$ cat src/rtl/touch_regs_cfg.svh
// offsets, field positions, reset values and timing counts of the sensor register set
`ifndef TOUCH_REGS_CFG_SVH
`define TOUCH_REGS_CFG_SVH

`define ADDR_PROX_MIN     8'h00
`define ADDR_TO_LOW       8'h01
`define ADDR_TO_HIGH      8'h02
`define ADDR_SLAVE        8'h03
`define ADDR_STATE        8'h04

`define RST_PROX_MIN      8'h00
`define RST_TO_LOW        8'hff
`define RST_TO_HIGH       8'h01
`define RST_SLAVE_ADDR    7'h73

`define ST_RSVD_BIT       7
`define ST_FAULT_MSB      6
`define ST_FAULT_LSB      4

`define SLEEP_MAX_CODE    5'h12
`define CLK_PERIOD_PS     4000
`define MS_PS             1000000000
`define MS_CYCLES         (`MS_PS / `CLK_PERIOD_PS)

`endif

$ cat src/rtl/touch_regs_pkg.sv
// types shared by the sensor register set and its sleep pacer
`default_nettype none
package touch_regs_pkg;

    typedef enum logic [0:0] {
        MODE_ACTIVE = 1'b0,
        MODE_IDLE   = 1'b1
    } mode_t;

    typedef enum logic [1:0] {
        PACE_WAIT  = 2'b00,
        PACE_REQ   = 2'b01,
        PACE_SLEEP = 2'b11
    } pace_state_t;

    typedef struct packed {
        pace_state_t state;
        logic [17:0] ms_div;
        logic [18:0] ms_cnt;
        logic        req;
    } pace_regs_t;

    typedef struct packed {
        logic [7:0]  prox_min;
        logic [7:0]  to_low;
        logic [7:0]  to_high;
        logic [6:0]  addr;
        logic [6:0]  addr_active;
        logic [3:0]  raw;
        logic [3:0]  hold;
        logic [3:0]  flags;
        logic [2:0]  fault;
        logic [15:0] to_cnt;
        mode_t       mode;
        logic [7:0]  rdata;
    } touch_regs_t;

endpackage
`default_nettype wire

$ cat src/rtl/sleep_pacer.sv
// paces sensor scans: back to back when active, a timed sleep between scans when idle
`timescale 1ns/1ps
`default_nettype none
`include "touch_regs_cfg.svh"

module sleep_pacer
    import touch_regs_pkg::*;
#(
    parameter int MS_CYCLES = `MS_CYCLES
)
(
    // clock and reset
    input  wire logic       clk,
    input  wire logic       resetn,
    // control
    input  wire logic       idle,
    input  wire logic       scan_done,
    input  wire logic [4:0] sleep_code,
    // scan request
    output logic            scan_req
);

    pace_regs_t  r_reg;
    pace_regs_t  r_next;
    logic [18:0] target;
    logic        ms_tick;

    ////////////////////////////////////////////////////////////////////////////////

    always_comb
    begin
        // reserved codes fall back to the shortest sleep
        if (sleep_code > `SLEEP_MAX_CODE)
            target = 19'h00001;
        else
            target = 19'h00001 << sleep_code;
        ms_tick = (r_reg.ms_div == 18'(MS_CYCLES - 1));
        r_next = r_reg;
        unique case (r_reg.state)
            PACE_WAIT:
            begin
                if (scan_done && idle)
                begin
                    r_next.state  = PACE_SLEEP;
                    r_next.ms_div = 18'h00000;
                    r_next.ms_cnt = 19'h00000;
                end
                else if (scan_done)
                    r_next.state = PACE_REQ;
            end
            PACE_SLEEP:
            begin
                r_next.ms_div = ms_tick ? 18'h00000 : r_reg.ms_div + 18'h00001;
                if (ms_tick)
                    r_next.ms_cnt = r_reg.ms_cnt + 19'h00001;
                // leaving idle cuts the sleep short so detection resumes at once
                if (!idle || (ms_tick && r_next.ms_cnt >= target))
                    r_next.state = PACE_REQ;
            end
            PACE_REQ:
                r_next.state = PACE_WAIT;
            default:
                r_next.state = PACE_REQ;
        endcase
        r_next.req = (r_next.state == PACE_REQ);
    end

    always_ff @(posedge clk or negedge resetn)
    begin
        if (!resetn)
            r_reg <= '{state: PACE_REQ, ms_div: 18'h00000, ms_cnt: 19'h00000, req: 1'b1};
        else
            r_reg <= r_next;
    end

    assign scan_req = r_reg.req;
endmodule
`default_nettype wire

$ cat src/rtl/touch_regs.sv
// configuration and state registers of the dual-channel proximity and touch controller
`timescale 1ns/1ps
`default_nettype none
`include "touch_regs_cfg.svh"

// What this block does
// - eight-bit minimum proximity threshold, reset zero
// - detection threshold never below programmed minimum
// - adaptive threshold floored by programmed minimum
// - time-out forces detected sensor back released
// - time-out without environment change enters idle
// - idle sleeps between scans, no continuous scanning
// - sleep code n gives 2^n ms, reserved 1ms
// - sixteen-bit reload in two bytes, reset 01ff
// - seven-bit slave address in bits 7:1
// - new address used from next transaction
// - state register read-only, bit 7 zero
// - bits 6:4 report pin fault code
// - bits 3/2 show sensor 1/0 proximity
// - bits 1/0 show sensor 1/0 press
module touch_regs
    import touch_regs_pkg::*;
#(
    parameter int MS_CYCLES = `MS_CYCLES
)
(
    // clock and reset
    input  wire logic       clk,
    input  wire logic       resetn,
    // byte register access from the serial engine
    input  wire logic [7:0] reg_addr,
    input  wire logic       reg_wr,
    input  wire logic       reg_rd,
    input  wire logic [7:0] reg_wdata,
    output logic      [7:0] reg_rdata,
    input  wire logic       txn_start,
    output logic      [6:0] slave_bus_address,
    // acquisition results
    input  wire logic [7:0] near_shift0,
    input  wire logic [7:0] near_shift1,
    input  wire logic [7:0] near_adapt0,
    input  wire logic [7:0] near_adapt1,
    input  wire logic       touch_raw0,
    input  wire logic       touch_raw1,
    input  wire logic [2:0] fault_code,
    input  wire logic       scan_done,
    input  wire logic [4:0] sleep_code,
    // sensor state
    output logic            sensor1_near_flag,
    output logic            sensor0_near_flag,
    output logic            sensor1_touch_flag,
    output logic            sensor0_touch_flag,
    output logic      [2:0] pin_fault_code,
    output logic            idle_state,
    output logic            scan_request
);

    touch_regs_t       r_reg;
    touch_regs_t       r_next;
    logic [1:0][7:0]   shift;
    logic [1:0][7:0]   adapt;
    logic [1:0][7:0]   eff_thr;
    logic [1:0]        near_raw;
    logic [3:0]        raw_now;
    logic              env_change;
    logic              expire;

    ////////////////////////////////////////////////////////////////////////////////

    assign shift = {near_shift1, near_shift0};
    assign adapt = {near_adapt1, near_adapt0};

    // a zero minimum with zero adaptive threshold detects any shift, even none
    genvar gi;
    generate
        for (gi = 0; gi < 2; gi = gi + 1)
        begin : g_sensor
            assign eff_thr[gi]  = (adapt[gi] > r_reg.prox_min) ? adapt[gi] : r_reg.prox_min;
            assign near_raw[gi] = (shift[gi] >= eff_thr[gi]);
        end
    endgenerate

    assign raw_now    = {near_raw, touch_raw1, touch_raw0};
    assign env_change = (raw_now != r_reg.raw);
    // a zero reload never expires: the counter stays at zero
    assign expire     = !env_change && scan_done && (r_reg.to_cnt == 16'h0001);

    ////////////////////////////////////////////////////////////////////////////////

    always_comb
    begin
        r_next = r_reg;
        if (reg_rd)
        begin
            unique case (reg_addr)
                `ADDR_PROX_MIN: r_next.rdata = r_reg.prox_min;
                `ADDR_TO_LOW:   r_next.rdata = r_reg.to_low;
                `ADDR_TO_HIGH:  r_next.rdata = r_reg.to_high;
                `ADDR_SLAVE:    r_next.rdata = {r_reg.addr, 1'b0};
                `ADDR_STATE:    r_next.rdata = {1'b0, r_reg.fault, r_reg.flags};
                default:        r_next.rdata = 8'h00;
            endcase
        end
        if (reg_wr)
        begin
            unique case (reg_addr)
                `ADDR_PROX_MIN: r_next.prox_min = reg_wdata;
                `ADDR_TO_LOW:   r_next.to_low   = reg_wdata;
                `ADDR_TO_HIGH:  r_next.to_high  = reg_wdata;
                `ADDR_SLAVE:    r_next.addr     = reg_wdata[7:1];
                default:        r_next.addr     = r_reg.addr;
            endcase
        end
        // the matcher keeps the old address until the next transaction starts
        if (txn_start)
            r_next.addr_active = r_reg.addr;
        r_next.raw  = raw_now;
        r_next.hold = r_reg.hold & raw_now;
        // a raw change outranks a scan, so a changing sensor never times out
        if (env_change)
        begin
            r_next.to_cnt = {r_reg.to_high, r_reg.to_low};
            r_next.mode   = MODE_ACTIVE;
        end
        else if (scan_done && r_reg.to_cnt != 16'h0000)
        begin
            r_next.to_cnt = r_reg.to_cnt - 16'h0001;
            if (expire)
            begin
                r_next.hold = r_reg.hold | raw_now;
                r_next.mode = MODE_IDLE;
            end
        end
        r_next.flags = raw_now & ~r_next.hold;
        r_next.fault = fault_code;
    end

    always_ff @(posedge clk or negedge resetn)
    begin
        if (!resetn)
        begin
            r_reg             <= '0;
            r_reg.prox_min    <= `RST_PROX_MIN;
            r_reg.to_low      <= `RST_TO_LOW;
            r_reg.to_high     <= `RST_TO_HIGH;
            r_reg.to_cnt      <= {`RST_TO_HIGH, `RST_TO_LOW};
            r_reg.addr        <= `RST_SLAVE_ADDR;
            r_reg.addr_active <= `RST_SLAVE_ADDR;
            r_reg.mode        <= MODE_ACTIVE;
        end
        else
            r_reg <= r_next;
    end

    ////////////////////////////////////////////////////////////////////////////////

    sleep_pacer #(
        .MS_CYCLES (MS_CYCLES)
    ) u_pacer (
        .clk        (clk),
        .resetn     (resetn),
        .idle       (r_reg.mode == MODE_IDLE),
        .scan_done  (scan_done),
        .sleep_code (sleep_code),
        .scan_req   (scan_request)
    );

    assign reg_rdata          = r_reg.rdata;
    assign slave_bus_address  = r_reg.addr_active;
    assign sensor1_near_flag  = r_reg.flags[3];
    assign sensor0_near_flag  = r_reg.flags[2];
    assign sensor1_touch_flag = r_reg.flags[1];
    assign sensor0_touch_flag = r_reg.flags[0];
    assign pin_fault_code     = r_reg.fault;
    assign idle_state         = (r_reg.mode == MODE_IDLE);
endmodule
`default_nettype wire

$ cat config.mk
export PLATFORM = sky130hd
export DESIGN_NAME = touch_regs
export DESIGN_NICKNAME = d
export VERILOG_FILES = /design/src/rtl/touch_regs_pkg.sv /design/src/rtl/sleep_pacer.sv /design/src/rtl/touch_regs.sv
export VERILOG_INCLUDE_DIRS = /design/src /design/src/rtl
export SDC_FILE = /design/constraint.sdc
export NUM_CORES = 1
export LEC_CHECK = 0
export ABC_AREA = 1
export BUFFER_PORTS_ARGS = -buffer_cell sky130_fd_sc_hd__buf_2
export CORE_ASPECT_RATIO = 1.1
export CORE_MARGIN = 1.5
export CORE_UTILIZATION = 55
export DETAILED_ROUTE_END_ITERATION = 10
export GPL_TIMING_DRIVEN = 0
export PLACE_DENSITY = 0.84
export SYNTH_ARGS = -nofsm -noshare
export SYNTH_HDL_FRONTEND = slang
export SYNTH_SLANG_ARGS = --single-unit
$ cat constraint.sdc
create_clock -name clk -period 3.6 [get_ports clk]
set_input_delay 0.72 -clock clk [delete_from_list [all_inputs] [get_ports clk]]
set_output_delay 0.72 -clock clk [all_outputs]
set_load 0.005 [all_outputs]
==> reports/qor.tcl <==
set qor(status) {completed}
set qor(critPathKind) {reg -> reg}
set qor(yosys-top-cells-area) {sky130_fd_sc_hd__dfrtp_1 26%, sky130_fd_sc_hd__nand2_1 14%, sky130_fd_sc_hd__dfstp_2 9.4%, sky130_fd_sc_hd__ha_1 8.2%, sky130_fd_sc_hd__inv_1 5.6%}
set qor(clk_path_buf_depth) 2
set qor(cp_max_fo) 10
set qor(row_count) 47
set qor(dominantRegCellSynth) {sky130_fd_sc_hd__dfrtp_1}
set qor(design.portCount) 88
set qor(regToRegSetupSlack_ps) 210
set qor(drtAntennaViolNets) 0
set qor(share_seq_of_total_power) 0.339
set qor(pre_cts_ws_ps) -336
set qor(route.vias.total) 8027
set qor(timing_worst_slew_pin_value_ps) 532
set qor(synthToLayoutAreaGrowth_pct) 17.0
set qor(worstPathRequired_ps) 3890
set qor(worst_slack_ps) 209
set qor(globalRouteTotalUtil) 0.271
set qor(setup_viol) 0
set qor(seq_area_frac_synth) 0.357
set qor(max_clock_freq_mhz) 295
set qor(hold_path_class) {in -> async}
set qor(fill_cells) 1228
set qor(first_global_vias) 7503
set qor(hold_violations) 0
set qor(switching_share) 0.326
set qor(die-height_microns) 133
set qor(critical-path-top-delay-family) {compound AO/OA/AOI/OAI gates}
set qor(postSynth.asyncResetShare) 1.00
set qor(multiInputGateArea_sq_um) 4610
set qor(clock_insertion_delay_worst_skew_ps) 420
set qor(fin_worst_hold_slack_ps) 176
set qor(post_drt_via_cell_ratio) 5.51
set qor(syn_area_per_cell_sq_um) 7.40
set qor(setup.worst_path.end_class) {flip-flop}
set qor(irDropWorstVdd_mv) 0.585
set qor(crit_path_cell_trace) {inv_1 -> ha_1 -> nand2_1 -> o41ai_4 -> buf_4 -> o21ai_0 -> ha_1 -> a21oi_1 -> nor2_1 -> nor2_2 -> nand2_2 -> nand2_1 -> nand3_4 -> clkbuf_2 -> o21ai_0 -> nand3_1}
set qor(worstSetupStartpointType) {flip-flop}
set qor(number_of_buffers_created_by_cts) 17
set qor(postSynthRegisterBits) 118
set qor(crit_slowest_cell) {sky130_fd_sc_hd__o41ai_4}
set qor(slowest_delay_ps) 490
set qor(port_buffers) 85
set qor(drcViolationCount) 0
set qor(finalNetCount) 1366
set qor(synth_common_cells) {321 x sky130_fd_sc_hd__nand2_1, 125 x sky130_fd_sc_hd__inv_1, 96 x sky130_fd_sc_hd__nor2_1, 88 x sky130_fd_sc_hd__dfrtp_1, 74 x sky130_fd_sc_hd__o21ai_0}
set qor(final.period_utilization) 0.942
set qor(grt_start_max_net_pins) 91
set qor(cell_internal_pwr_uw) 3010
set qor(largest_reg_flops) 55
set qor(yosysMostFrequentCell) {sky130_fd_sc_hd__nand2_1}
set qor(fp.coreArea_sq_um) 15000
set qor(dpl.hpwl_microns) 15600
set qor(max-slew-margin-rel) 0.645
set qor(finalMaxSlewViolations) 0
set qor(drive_above_1_share) 0.201
set qor(clock_skew_ps) 8.80
set qor(power_leakage_uw) 0.00514
set qor(share_comb_of_total_power) 0.264
set qor(clkSinkCount) 118
set qor(ff2ff_path_depth) 16
set qor(cts.reportedPaths.clkPinSlew_ps) 60
set qor(global_route_wire_length_before_repair_microns) 34800
set qor(drtIter0Drc) 729
set qor(drt_pre_antenna_iters) 8
set qor(synth_top_cell_by_area) {sky130_fd_sc_hd__dfrtp_1}
set qor(grt-ovfl-total) 0
set qor(tritoncts_clock_tree) {yes}
set qor(layout_min_cycle_time_ps) 3390
set qor(syn-instance-count) 1133
set qor(netlist.area_leader.share) 0.263
set qor(post_drt_wl_per_cell_microns) 14.5
set qor(cp.depth) 16
set qor(synth-warning-count) 0
set qor(place_congestion) 0.939
set qor(fp.dieW_microns) 121
set qor(cp_data_arrival_time_ps) 3680
set qor(syn_nets) 1252
set qor(critPathBufInv) 3
set qor(dieArea_sq_um) 16000
set qor(total_switching_power_uw) 1450
set qor(share_clk_of_total_power) 0.398
set qor(regArea_sq_um) 2990
set qor(timing.max_cap.violations) 0
set qor(total_number_of_h_tree_levels) 4
set qor(number_of_flops_mapped_to_enable_cells_by_yosys) 0
set qor(initial_utilization) 0.559
set qor(cts_root_buf) {sky130_fd_sc_hd__clkbuf_16}
set qor(number_of_antenna_violations_at_the_first_check_in_global_routing) 1
set qor(synth.distinct_cells) 55
set qor(drt-total-wl_microns) 21100
set qor(total_standard_cell_area_after_synthesis_sq_um) 8390
set qor(power-per-cell-area_nw_per_um2) 455
==> worst paths after layout <==
path / start / end
setup reg to reg: r_reg[71] / r_reg[24]
hold / removal: resetn / r_reg[38]
setup / recovery: r_reg[71] / r_reg[24]
hold reg to reg: u_pacer.r_reg[5] / u_pacer.r_reg[5]
max in group asynchronous: resetn / r_reg[51]
min in group clk: fault_code[1] / pin_fault_code[1]
==> through the flow <==
step / power (uW) / setup TNS [ps] / cells / cell area [sq um] / util
2_1_floorplan: 2370 / 0 / 1133 / 8390 / -
3_3_place_gp: 2620 / -2760 / 1414 / 9060 / 0.604
3_5_place_dp: 2660 / -4930 / 1415 / 9090 / 0.606
4_1_cts: 4450 / 0 / 1447 / 9720 / 0.648
5_1_grt: 4710 / -55.2 / 1456 / 9810 / 0.654
6_report: 4470 / 0 / 1457 / 9810 / 0.654
==> logic make-up after synthesis <==
group,share of synthesized area
XOR/XNOR,0.0313
adder cells (fa/ha/maj),0.0821
flip-flops,0.357
AND/OR/NAND/NOR,0.325
multiplexers,0.00134
buffers and inverters,0.0949
AO/OA/AOI/OAI,0.109
==> worst register-to-register path, stage by stage, from the launching register on <==
cell and delay [ps]:
sky130_fd_sc_hd__dfrtp_1 380, sky130_fd_sc_hd__inv_1 130, sky130_fd_sc_hd__ha_1 320, sky130_fd_sc_hd__nand2_1 90
sky130_fd_sc_hd__o41ai_4 490, sky130_fd_sc_hd__buf_4 220, sky130_fd_sc_hd__o21ai_0 90, sky130_fd_sc_hd__ha_1 300
sky130_fd_sc_hd__a21oi_1 170, sky130_fd_sc_hd__nor2_1 70, sky130_fd_sc_hd__nor2_2 110, sky130_fd_sc_hd__nand2_2 100
sky130_fd_sc_hd__nand2_1 120, sky130_fd_sc_hd__nand3_4 140, sky130_fd_sc_hd__clkbuf_2 230, sky130_fd_sc_hd__o21ai_0 220
sky130_fd_sc_hd__nand3_1 100
==> what timing repair did <==
action	CTS	global route
gates resized for setup	2	22
hold buffers	0	0
gates cloned	0	1
endpoints found under the setup margin	4	25
setup buffers	0	8
pin swaps	0	2
==> area by class of cell <==
| type | instances | share of cell area |
|---|---|---|
| Clock inverter | 13 | 0.0173 |
| Multi-Input combinational cell | 840 | 0.470 |
| Timing Repair Buffer | 95 | 0.0547 |
| Antenna cell | 1 | 0.000255 |
| Sequential cell | 118 | 0.305 |
| Buffer | 43 | 0.0307 |
| Clock buffer | 19 | 0.0461 |
| Inverter | 132 | 0.0511 |
| Tap cell | 196 | 0.0250 |
==> power groups by stage <==
stage                     combinational [uW]  sequential, uW  clock, uW
after floorplan                          859            1510          0
after detailed placement                1130            1530          0
after CTS                               1150            1510       1790
after global routing                    1330            1520       1850
final                                   1180            1510       1780
after global placement                  1100            1530          0
==> metal layers <==
metal	share of wire	up-vias	global-route usage
met5	0	-	0
met4	0.040	0	0.133
met3	0.063	78	0.0496
met2	0.48	355	0.455
met1	0.42	3662	0.333
li1	-	3932	-
==> cell usage in the layout (no fill, tap or decap), drive strengths merged, types with 24 or more instances in the layout <==
cell type / n
nand2: 337
inv: 134
buf: 127
nor2: 109
dfrtp: 88
o21ai: 88
nand3: 73
ha: 55
a21oi: 41
dfstp: 30
clkbuf: 30
nand4: 27
xor2: 25
nor3: 24
Note: power is estimated with default switching activity, not from simulation.
